$ cat src/lpx_regs.svh
// constants of the led port expander serial interface
//
// Function
// - each rising serial clock shifts the data input into a 16-bit register
// - serial output updates on each falling serial clock with bit leaving
// - serial clock edges ignored while chip select is high
// - chip select rising latches the last sixteen bits shifted in
// - each input bit appears on serial output 15.5 clocks later
// - shared pin as clock input drives pwm; host keeps it at most 100kHz
// - shared pin defaults per variant and can be reconfigured either way
// - after power-up ports stay high impedance and device is in shutdown
// - each port selects static/pwm sink, open-drain output or logic input
// - each constant-current output has its own 8-bit pwm duty
// - each constant-current output has a 1-bit half/full current select
// - one 3-bit global setting scales all constant-current outputs
// - codes 0x03 to 0xFE run pwm; 0x00, 0x01, 0xFF leave it idle
// - run bit D0 of configuration clear gives shutdown, set resumes
`ifndef LPX_REGS_SVH
`define LPX_REGS_SVH
`define LPX_SHIFT_W 16
`define LPX_NPORTS 10
`define LPX_ADDR_MSB 14
`define LPX_ADDR_LSB 8
`define LPX_DATA_MSB 7
`define LPX_ADDR_PORT_LAST 7'h09
`define LPX_ADDR_CONFIG 7'h10
`define LPX_ADDR_FULL_LO 7'h13
`define LPX_ADDR_FULL_HI 7'h14
`define LPX_ADDR_GLOBAL 7'h15
`define LPX_CFG_RUN_BIT 0
`define LPX_CFG_CLKIN_BIT 1
`define LPX_CODE_LOW 8'h00
`define LPX_CODE_HIGH 8'h01
`define LPX_CODE_STATIC 8'h02
`define LPX_CODE_PWM_MIN 8'h03
`define LPX_CODE_PWM_MAX 8'hFE
`define LPX_CODE_OFF 8'hFF
`define LPX_GLOBAL_RESET 3'h7
`define LPX_GLOBAL_MSB 2
`define LPX_SYNC_IDLE 4'h3
`define LPX_FULL_LO_PORTS 8
`define LPX_CLK_HZ 100000000
`define LPX_INT_PWM_HZ 32000
`define LPX_PWM_DIV ((`LPX_CLK_HZ + `LPX_INT_PWM_HZ - 1) / `LPX_INT_PWM_HZ)
`define LPX_FIFO_DEPTH 8
`endif

$ cat src/lpx_pkg.sv
// types of the led port expander serial interface
package lpx_pkg;
   typedef enum logic {LPX_PIN_SERIAL_OUT, LPX_PIN_CLOCK_IN} lpx_pin_mode_e;
   typedef logic [7:0] lpx_code_t;
endpackage

$ cat src/lpx_word_if.sv
// word stream carrier between the serial front end and the register writer
`timescale 1ns/10ps
interface lpx_word_if #(
   parameter int WIDTH = 16
) ();
   logic [WIDTH-1:0] data;
   logic valid;
   logic ready;
   modport src (output data, output valid, input ready);
   modport snk (input data, input valid, output ready);
endinterface

$ cat src/lpx_fifo.sv
// word fifo with valid and ready on both sides
`timescale 1ns/10ps
module lpx_fifo #(
   parameter int WIDTH = 16,
   parameter int DEPTH = 8
) (
   input wire logic clk_i,
   input wire logic rst_i,
   lpx_word_if.snk wr,
   lpx_word_if.src rd
);
   localparam int AW = $clog2(DEPTH);
   logic [WIDTH-1:0] mem [DEPTH];
   logic [AW:0] wptr;
   logic [AW:0] rptr;
   wire full = (wptr[AW] != rptr[AW]) && (wptr[AW-1:0] == rptr[AW-1:0]);
   wire empty = (wptr == rptr);
   wire push = wr.valid && !full;
   wire pop = rd.ready && !empty;

   assign wr.ready = !full;
   assign rd.valid = !empty;
   assign rd.data = mem[rptr[AW-1:0]];

   always_ff @(posedge clk_i) begin
      if (push) begin
         mem[wptr[AW-1:0]] <= wr.data;
      end
   end

   always_ff @(posedge clk_i or posedge rst_i) begin
      if (rst_i) begin
         wptr <= '0;
         rptr <= '0;
      end else begin
         if (push) begin
            wptr <= wptr + 1'b1;
         end
         if (pop) begin
            rptr <= rptr + 1'b1;
         end
      end
   end
endmodule // lpx_fifo

$ cat src/lpx_pwm.sv
// pwm phase counter on internal divider or external clock
`timescale 1ns/10ps
module lpx_pwm #(
   parameter int DIV = 3125
) (
   input wire logic clk_i,
   input wire logic rst_i,
   input wire logic enable_i,
   input wire logic use_ext_i,
   input wire logic ext_rise_i,
   output logic [7:0] phase_o
);
   logic [$clog2(DIV)-1:0] div;
   wire int_tick = (div == '0);
   wire tick = use_ext_i ? ext_rise_i : int_tick;

   always_ff @(posedge clk_i or posedge rst_i) begin
      if (rst_i) begin
         div <= '0;
         phase_o <= 8'h00;
      end else if (!enable_i) begin
         div <= '0;
         phase_o <= 8'h00;
      end else begin
         div <= int_tick ? $bits(div)'(DIV - 1) : div - 1'b1;
         if (tick) begin
            phase_o <= phase_o + 8'h01;
         end
      end
   end
endmodule // lpx_pwm

$ cat src/lpx_top.sv
// serial slave, port control and pwm of the led port expander
`timescale 1ns/10ps
`include "lpx_regs.svh"
module lpx_top
   import lpx_pkg::*;
#(
   parameter int NPORTS = `LPX_NPORTS,
   parameter int PWM_DIV = `LPX_PWM_DIV,
   parameter int FIFO_DEPTH = `LPX_FIFO_DEPTH,
   parameter bit CLKIN_DEFAULT = 1'b0
) (
   input wire logic clk_i,
   input wire logic rst_i,
   input wire logic cs_n_i,
   input wire logic sclk_i,
   input wire logic din_i,
   input wire logic serial_out_or_pwm_clock_in_i,
   output logic serial_out_or_pwm_clock_in_o,
   output logic serial_out_or_pwm_clock_in_oe_o,
   input wire logic [NPORTS-1:0] io_port_pins_i,
   output logic [NPORTS-1:0] io_port_pins_o,
   output logic [NPORTS-1:0] io_port_pins_oe_o,
   output logic [NPORTS-1:0] port_in_o,
   output logic [NPORTS-1:0] mirror_on_o,
   output logic [NPORTS-1:0] full_current_o,
   output logic [2:0] global_current_o,
   output logic run_o,
   output logic pwm_running_o,
   output logic write_hold_i_ack_o,
   input wire logic write_hold_i,
   output logic word_dropped_o
);
   ////////////////////////////////////////////////////////////////////////
   // code decoding
   function automatic logic is_pwm(input lpx_code_t c);
      return (c >= `LPX_CODE_PWM_MIN) && (c <= `LPX_CODE_PWM_MAX);
   endfunction

   function automatic logic is_cc(input lpx_code_t c);
      return (c >= `LPX_CODE_STATIC) && (c <= `LPX_CODE_PWM_MAX);
   endfunction

   ////////////////////////////////////////////////////////////////////////
   // input synchronisers
   localparam int NSYNC = 4 + NPORTS;
   logic [NSYNC-1:0] sync1;
   logic [NSYNC-1:0] sync2;
   logic [3:0] prev;
   wire [NSYNC-1:0] raw_in = {io_port_pins_i, serial_out_or_pwm_clock_in_i,
                              din_i, sclk_i, cs_n_i};

   always_ff @(posedge clk_i or posedge rst_i) begin
      if (rst_i) begin
         sync1 <= {{NPORTS{1'b0}}, `LPX_SYNC_IDLE};
         sync2 <= {{NPORTS{1'b0}}, `LPX_SYNC_IDLE};
         prev <= `LPX_SYNC_IDLE;
      end else begin
         sync1 <= raw_in;
         sync2 <= sync1;
         prev <= sync2[3:0];
      end
   end

   wire cs_n_s = sync2[0];
   wire sclk_s = sync2[1];
   wire din_s = sync2[2];
   wire osc_s = sync2[3];
   wire sclk_rise = sclk_s && !prev[1];
   wire sclk_fall = !sclk_s && prev[1];
   wire cs_rise = cs_n_s && !prev[0];
   wire osc_rise = osc_s && !prev[3];
   wire selected = !cs_n_s;

   ////////////////////////////////////////////////////////////////////////
   // serial shift register and output
   logic [`LPX_SHIFT_W-1:0] shreg;
   logic sdo;
   lpx_pin_mode_e pin_mode;
   wire [`LPX_SHIFT_W-1:0] next_shreg = {shreg[`LPX_SHIFT_W-2:0], din_s};

   always_ff @(posedge clk_i or posedge rst_i) begin
      if (rst_i) begin
         shreg <= '0;
      end else if (selected && sclk_rise) begin
         shreg <= next_shreg;
      end
   end

   always_ff @(posedge clk_i or posedge rst_i) begin
      if (rst_i) begin
         sdo <= 1'b0;
      end else if (selected && sclk_fall) begin
         sdo <= shreg[`LPX_SHIFT_W-1];
      end
   end

   assign serial_out_or_pwm_clock_in_o = sdo;
   // push-pull drive only in serial output mode
   assign serial_out_or_pwm_clock_in_oe_o =
      (pin_mode == LPX_PIN_SERIAL_OUT);

   ////////////////////////////////////////////////////////////////////////
   // latched words through the fifo
   lpx_word_if #(.WIDTH(`LPX_SHIFT_W)) in_w ();
   lpx_word_if #(.WIDTH(`LPX_SHIFT_W)) out_w ();

   assign in_w.data = shreg;
   assign in_w.valid = cs_rise;

   lpx_fifo #(
      .WIDTH(`LPX_SHIFT_W),
      .DEPTH(FIFO_DEPTH)
   ) u_fifo (
      .clk_i(clk_i),
      .rst_i(rst_i),
      .wr(in_w.snk),
      .rd(out_w.src)
   );

   always_ff @(posedge clk_i or posedge rst_i) begin
      if (rst_i) begin
         word_dropped_o <= 1'b0;
      end else begin
         word_dropped_o <= cs_rise && !in_w.ready;
      end
   end

   ////////////////////////////////////////////////////////////////////////
   // register writer
   lpx_code_t out_code [NPORTS];
   logic [NPORTS-1:0] full_sel;
   logic [2:0] global_cur;
   logic run;

   assign out_w.ready = !write_hold_i;
   assign write_hold_i_ack_o = write_hold_i && out_w.valid;
   wire wr_en = out_w.valid && out_w.ready;
   wire [6:0] wr_addr = out_w.data[`LPX_ADDR_MSB:`LPX_ADDR_LSB];
   wire [7:0] wr_data = out_w.data[`LPX_DATA_MSB:0];
   wire wr_cfg = wr_en && (wr_addr == `LPX_ADDR_CONFIG);
   wire wr_full_lo = wr_en && (wr_addr == `LPX_ADDR_FULL_LO);
   wire wr_full_hi = wr_en && (wr_addr == `LPX_ADDR_FULL_HI);
   wire wr_global = wr_en && (wr_addr == `LPX_ADDR_GLOBAL);

   always_ff @(posedge clk_i or posedge rst_i) begin
      if (rst_i) begin
         run <= 1'b0;
         pin_mode <= lpx_pin_mode_e'(CLKIN_DEFAULT);
      end else if (wr_cfg) begin
         run <= wr_data[`LPX_CFG_RUN_BIT];
         pin_mode <= lpx_pin_mode_e'(wr_data[`LPX_CFG_CLKIN_BIT]);
      end
   end

   always_ff @(posedge clk_i or posedge rst_i) begin
      if (rst_i) begin
         global_cur <= `LPX_GLOBAL_RESET;
      end else if (wr_global) begin
         global_cur <= wr_data[`LPX_GLOBAL_MSB:0];
      end
   end

   ////////////////////////////////////////////////////////////////////////
   // pwm phase
   logic [7:0] phase;
   logic [NPORTS-1:0] pwm_req;
   wire pwm_enable = run && (|pwm_req);

   lpx_pwm #(
      .DIV(PWM_DIV)
   ) u_pwm (
      .clk_i(clk_i),
      .rst_i(rst_i),
      .enable_i(pwm_enable),
      .use_ext_i(pin_mode == LPX_PIN_CLOCK_IN),
      .ext_rise_i(osc_rise),
      .phase_o(phase)
   );

   ////////////////////////////////////////////////////////////////////////
   // per-port configuration and drive
   genvar i;
   generate
      for (i = 0; i < NPORTS; i++) begin : g_port
         localparam logic [6:0] PADDR = 7'(i);
         localparam int FBIT = i % `LPX_FULL_LO_PORTS;
         wire wr_code = wr_en && (wr_addr == PADDR);
         wire wr_full = (i < `LPX_FULL_LO_PORTS) ? wr_full_lo : wr_full_hi;
         wire cc = is_cc(out_code[i]);
         wire pwm = is_pwm(out_code[i]);
         wire on_time = !pwm || (phase < out_code[i]);
         wire sink_cc = cc && run && on_time;
         wire sink_low = (out_code[i] == `LPX_CODE_LOW);

         assign pwm_req[i] = pwm;

         always_ff @(posedge clk_i or posedge rst_i) begin
            if (rst_i) begin
               out_code[i] <= `LPX_CODE_OFF;
               full_sel[i] <= 1'b0;
            end else begin
               if (wr_code) begin
                  out_code[i] <= wr_data;
               end
               if (wr_full) begin
                  full_sel[i] <= wr_data[FBIT];
               end
            end
         end

         always_ff @(posedge clk_i or posedge rst_i) begin
            if (rst_i) begin
               io_port_pins_oe_o[i] <= 1'b0;
               mirror_on_o[i] <= 1'b0;
            end else begin
               io_port_pins_oe_o[i] <= sink_low || sink_cc;
               mirror_on_o[i] <= sink_cc;
            end
         end
      end
   endgenerate

   assign io_port_pins_o = '0;
   assign port_in_o = sync2[NSYNC-1:4];
   assign full_current_o = full_sel;
   assign global_current_o = global_cur;
   assign run_o = run;
   assign pwm_running_o = pwm_enable;
endmodule // lpx_top

$ cat config.mk
export PLATFORM = sky130hd
export DESIGN_NAME = lpx_top
export DESIGN_NICKNAME = d
export VERILOG_FILES = /design/src/lpx_pkg.sv /design/src/lpx_word_if.sv /design/src/lpx_fifo.sv /design/src/lpx_pwm.sv /design/src/lpx_top.sv
export VERILOG_INCLUDE_DIRS = /design/src
export SDC_FILE = /design/constraint.sdc
export NUM_CORES = 1
export LEC_CHECK = 0
export BUFFER_PORTS_ARGS = -buffer_cell sky130_fd_sc_hd__buf_2
export CAP_MARGIN = 0
export CORE_MARGIN = 4
export CORE_UTILIZATION = 60
export DETAILED_ROUTE_END_ITERATION = 10
export PLACE_DENSITY = 0.8
export SKIP_LAST_GASP = 1
export SYNTH_ARGS = -nofsm -noshare
export SYNTH_HDL_FRONTEND = slang
export SYNTH_SLANG_ARGS = --single-unit
$ cat constraint.sdc
create_clock -name clk_i -period 7.7 [get_ports clk_i]
set_input_delay 0.385 -clock clk_i [delete_from_list [all_inputs] [get_ports clk_i]]
set_output_delay 0.385 -clock clk_i [all_outputs]
set_load 0.02 [all_outputs]
Yosys cells after proc, flatten, opt, wreduce, memory -nomap -nowiden

Memories as Yosys holds them, arrays and structs flattened.
Cells that the tools add are included.

Register bits after elaboration: 193
RAM bits: 128
Input port bits: 17
Output and inout bits: 59
Logic and storage cells: 240
Memories kept: 1

Add/subtract/negate cells: 4
Magnitude comparators: 40
Equality and inequality tests: 17
Mux-type cells: 7
Bitwise gates (word level): 1
Reduce and logical (&&, ||, !) cells: 117

Memories:

| memory     | words | bits a word | rd ports | clocked after memory_dff | wr ports | line           | text |
|---|---|---|---|---|---|---|---|
| u_fifo.mem | 8     | 16          | 1        | 0                        | 1        | lpx_fifo.sv:13 | `logic [WIDTH-1:0] mem [DEPTH];` |

Operators by type and width:

| kind                                                                                | count |
|---|---|
| 8-bit by 2-bit greater-or-equal comparator with 1-bit output, second input constant | 20 |
| 8-bit <= comparator, second input constant                                          | 10 |
| 8-bit logical NOT                                                                   | 10 |
| 8-bit less-than comparator                                                          | 10 |
| 1-bit logical AND                                                                   | 66 |
| 7-bit by 3-bit equality test with 1-bit output, second input constant               | 4 |
| 7-bit by 5-bit equality test with 1-bit output, second input constant               | 4 |
| 12-bit two-way mux                                                                  | 2 |
| 1-bit logical OR                                                                    | 20 |
| 1-bit logical NOT                                                                   | 18 |
| 8-bit two-way mux                                                                   | 2 |
| 7-bit by 2-bit equality test with 1-bit output, second input constant               | 2 |
| 7-bit by 4-bit equality test with 1-bit output, second input constant               | 2 |
| 12-bit logical NOT                                                                  | 1 |
| 12-bit by 1-bit subtractor with 12-bit output, second input constant                | 1 |
| 10-bit OR reduction                                                                 | 1 |
| 4-bit by 1-bit adder with 4-bit output, second input constant                       | 2 |
| 8-bit by 1-bit adder with 8-bit output, second input constant                       | 1 |
| 7-bit by 1-bit equality test with 1-bit output, second input constant               | 1 |
| 7-bit logical NOT                                                                   | 1 |
| 4-bit equality test                                                                 | 1 |
| 3-bit equality test                                                                 | 1 |
| 1-bit two-way mux                                                                   | 3 |
| 2-bit != test, second input constant                                                | 1 |
| 2 further kinds                                                                     | 2 |

Logic depth before layout (Yosys ltp)

Depth in word-level cells: 6
Gate-level depth with buffers: 9
Depth with buffers taken out: 8

Modules after synthesis

From an unflattened synthesis, not the netlist that was laid out.

Cells, all modules: 1111
Area, all modules: 15253.4 µm²

By module, submodules not included:

| module   | times used | cells an instance | area each (µm²) | sequential area each (µm²) |
|---|---|---|---|---|
| lpx_top  | 1          | 736               | 8523.2          | 4215.3 |
| lpx_fifo | 1          | 248               | 5550.3          | 4043.9 |
| lpx_pwm  | 1          | 127               | 1179.9          | 500.5 |

Least setup slack after synthesis

OpenSTA, ideal clock, no wires.

Path kind: flip-flop to flip-flop
From: reg u_fifo.rptr[0]
To: mem u_fifo.mem[4][0], enable pin
Setup time: 406 ps
Data arrival time: 2506 ps
Required time: 7294 ps
Path slack: 4788 ps
Cell stages (with the launch flop): 7
Buffers on the path: 2
Clock period less this slack: 2912 ps
Cell sequence: dfrtp_1 buf_6 buf_4 xnor2_1 a31oi_1 nand2_1 nor3_1

Longest elaborated chain between the ends: 6

RTL lines:

| element                                 | line           | text |
|---|---|---|
| start, declared                         | lpx_fifo.sv:15 | `logic [AW:0] rptr;` |
| start signal, assigned                  | lpx_fifo.sv:40 | `rptr <= rptr + 1'b1;` |
| 3-bit equality test                     | lpx_fifo.sv:16 | `wire full = (wptr[AW] != rptr[AW]) && (wptr[AW-1:0] == rptr[AW-1:0]);` |
| 1-bit logical AND                       | lpx_fifo.sv:16 |  |
| 1-bit logical NOT                       | lpx_fifo.sv:18 | `wire push = wr.valid && !full;` |
| 1-bit logical AND                       | lpx_fifo.sv:18 |  |
| 1-bit two-way mux                       | lpx_fifo.sv:26 | `if (push) begin` |
| 1-bit two-way mux (not written as such) | lpx_fifo.sv:27 | `mem[wptr[AW-1:0]] <= wr.data;` |
| end, declared                           | lpx_fifo.sv:13 |  |

Every way passes these cells.

Final worst setup path

From: reg u_fifo.rptr[1]
To: reg out_code[0] in the netlist's numbering

Longest elaborated chain between the ends: 4
Elaborated cells between the ends (all ways): 6
Those cells by class: eq/ne (2); reduce/logical (3); memory (1)

RTL lines:

| element                                                        | line           | text |
|---|---|---|
| branches (longest 4 deep; another with memory read 8 x 16 bit) | -              |  |
| end signal, assigned by index                                  | lpx_top.sv:199 | `` out_code[i] <= `LPX_CODE_OFF; `` |
| end signal, assigned by index                                  | lpx_top.sv:203 | `out_code[i] <= wr_data;` |
| end, declared                                                  | lpx_top.sv:130 | `lpx_code_t out_code [NPORTS];` |

Several ways; the timed one is not identified.
A chain may end at the register's enable or synchronous reset.

==> results.tsv <==
metric	value	unit
core area	23610	um^2
Routed WL	29390	um
worst-path maximum fanout	29	
Slowest cell on crit path	dfrtp_1	
Die W	163.2	um
Hold Violations, Final	0	
layout cells sized above 1	0.3385	
initial drt markers	565	
pin count of the biggest net entering global routing	130	
Critical Path Source	u_fifo.rptr[1]	
Power Internal	4025	uW
CTS buffer count	31	
max_slew headroom	0.2198	
reg2reg end	out_code[0]	
yosys warns	0	
Final TNS setup	0	ps
Max-cap violations	0	
vias in the first global route	8681	
post-synthesis compound-gate area fraction	0.06406	
Final min period	3802	ps
GRT Util Overall	0.2223	
Peak Freq	0.2630	GHz
Port Buffers	65	
H-tree levels	1	
Synth top area share	0.2493	
Synth area leader	edfxtp_1	
Largest delay share family, worst path	simple AND/OR/NAND/NOR gates	
Cell Count, Final, Fillers Out	1471	
Max Root-Sink Buffers	3	
die area	26640	um^2
TritonCTS clock tree	done	
gp weighted congestion	0.7995	
Nets	1219	
final setup vio count	0	
sw power	2407	uW
skew final	10.53	ps
Clk pwr share	0.227	
wire per inst	19.98	um
# DRC	0	
Initial Util	0.6121	
Peak VDD IR	0.2800	mV
first-pass GRT wire length	46610	um
Via Count	8513	
clock root buffer	clkbuf_16	
reg-to-reg startpoint	u_fifo.rptr[1]	
post-synthesis sequential area ratio	0.5894	
post-synthesis register bit count	312	
Avg Cell Area, Syn	13.79	um^2
total chip power	6432	uW
Vias/cell	5.787	
Startpoint Class	flop	
measured slew at the worst slew-check pin	1170	ps
CP endpoint	out_code[0]	
FFs w/ async S/R, synth	0.6154	
Critical Path Stages	5	
Syn Std Cell Area	14450	um^2
worst reg2reg path depth	5	
crit path capture type	flop	
Slew Limit Fails	0	
Post-Synth Simple-Gate Area	0.08605	
IO Pins	76	
row cnt	56	
PwrDens	397.8	nW/um^2
number of flops mapped to enable cells by yosys	120	
period utilization	0.4938	
delay of the slowest critical-path stage	1090	ps
Critical path buffers and inverters	1	
Hold Path Class	input pin to async pin	
reg-to-reg slack, setup	3900	ps
clk slew on worst S/H paths	60	ps
Synth area leaders	edfxtp_1 25%, dfrtp_1 18%, dfstp_2 16%	
combinational power share	0.365	
largest family of logic cells by synthesized area	multiplexers	
worst setup path category	flop to flop	
initial antenna violation count	0	
drt pass-1 iters	5	
sequential power share	0.408	
CTS sink count	312	
switching share of total power	0.3742	
critical-path cell list	inv_1, a31oi_1, nand4_2, nor4b_4, mux2_2	
ANT nets after route	0	
chip height	163.2	um
detailed placement HPWL	18460	um
post-synth cell types	60	
leak pwr	0.006766	uW
number of standard cells after synthesis	1048	
post-synthesis xor/xnor area fraction	0.01636	
main flop type after synthesis	edfxtp_1	
Post-Synth Adder-Cell Area	0.06492	
# placed instances	1399	
worst skew pair latency	570	ps
Antenna diodes	0	
CTS resizes	0	
GRT Residual Overflow	0	
multiplexer share of the synthesized area	0.1393	
Data required, critical path	8190	ps
crit path DAT	4300	ps
P&R area growth vs syn	11.87	%
outcome	finished, final reports clean	
RSZ-0062 raised after global routing	no	
-- synth_stat cells, drive strengths merged (3+ instances only) --
| cell | number |
|---|---|
| a311oi | 3 |
| edfxtp | 120 |
| or2 | 13 |
| o21ai | 31 |
| nor2 | 46 |
| dfstp | 89 |
| nor4 | 18 |
| a31oi | 4 |
| a21oi | 42 |
| nand3 | 13 |
| o211ai | 3 |
| o21bai | 7 |
| a21o | 40 |
| a41oi | 4 |
| ha | 75 |
| or4 | 3 |
| mux4 | 26 |
| mux2 | 122 |
| xnor2 | 11 |
| and2 | 4 |
| nand2 | 33 |
| buf | 28 |
| inv | 80 |
| xor2 | 16 |
| o22ai | 4 |
| nand2b | 15 |
| o31ai | 3 |
| clkbuf | 18 |
| nand4 | 27 |
| nor3 | 25 |
| nor3b | 4 |
| dfrtp | 103 |
-- cell type report --
type	count	area [um^2]
Sequential cell	312	8521
Inverter	80	307.8
Timing Repair Buffer	83	495.5
Multi-Input combinational cell	619	5440
Clock buffer	40	859.6
Fill cell	1601	7443
Clock inverter	18	146.4
Tap cell	319	399.1
-- worst min-delay path by stage --
stage / startpoint / to / slack [ps] / cells past startpoint
2_1_floorplan: sync1[10] / sync2[10] / 330 / 0
3_3_place_gp: sync1[4] / sync2[4] / 330 / 0
3_5_place_dp: sync1[9] / sync2[9] / 340 / 0
4_1_cts: rst_i / sync1[13] / 50 / 2
5_1_grt: rst_i / sync2[9] / 50 / 2
6_report: rst_i / sync1[9] / 20 / 2
-- per-layer routing --
metal / vias to the layer above / global-route usage / wire length, um
met5: - / 0 / 0
met4: 0 / 0.06443 / 799
met3: 59 / 0.03306 / 1281
met2: 194 / 0.3836 / 14820
met1: 4274 / 0.2962 / 12490
li1: 3986 / - / -
-- cells by family after synthesis --
group	after synthesis
XOR/XNOR	27
AND/OR/NAND/NOR	211
multiplexers	150
buffers and inverters	126
other	1
AO/OA/AOI/OAI	146
flip-flops	312
adder cells (fa/ha/maj)	75
-- power by group through the flow --
stage	registers (uW)	clock network [uW]	logic, uW
after floorplan	2520	0	1790
after global placement	2630	0	2250
after detailed placement	2650	0	2320
after CTS	2620	1480	2350
after global routing	2680	1560	2570
final	2630	1460	2350
-- worst reg2reg max path, stage by stage (launching register included) --
cell and delay, ps:
dfrtp_1 1090, inv_1 400, a31oi_1 270, nand4_2 690
nor4b_4 860, mux2_2 420
-- state kept, by name (all words and copies together) (netlist names), 4 cells and up --
name,flops
full_current_o,10
out_code,80
u_pwm.phase_o,8
in_w.data,16
u_fifo.wptr,4
u_pwm.div,12
u_fifo.mem,120
u_fifo.rptr,4
mirror_on_o,10
io_port_pins_oe_o,10
sync1,14
sync2,14
-- metrics by stage --
step / util / cell area (um^2) / setup WS (ps) / hold WS (ps)
after global routing: 0.6848 / 16170 / 3708 / 46.05
after global placement: 0.6362 / 15020 / 4031 / 331.4
final: 0.6848 / 16170 / 3898 / 15.69
after floorplan: - / 14490 / 2235 / 331.2
after detailed placement: 0.6362 / 15020 / 3941 / 336.2
after CTS: 0.6848 / 16170 / 3912 / 54.44
-- timing repair --
item,4_1_cts,5_1_grt
setup buffers,0,0
endpoints found under the hold margin,14,0
hold buffers,14,0
-- cell usage in the layout, fill, tap and decap left out, types with 40 or more instances in the layout --
cell type / Yosys / final
a21o_1: 40 / 40
a21oi_1: 42 / 42
buf_2: 2 / 65
dfrtp_1: 103 / 102
dfstp_2: 89 / 89
edfxtp_1: 120 / 120
ha_1: 75 / 75
inv_1: 80 / 79
mux2_2: 120 / 120
nor2_1: 46 / 41
Note: power is estimated with default switching activity, not from simulation.
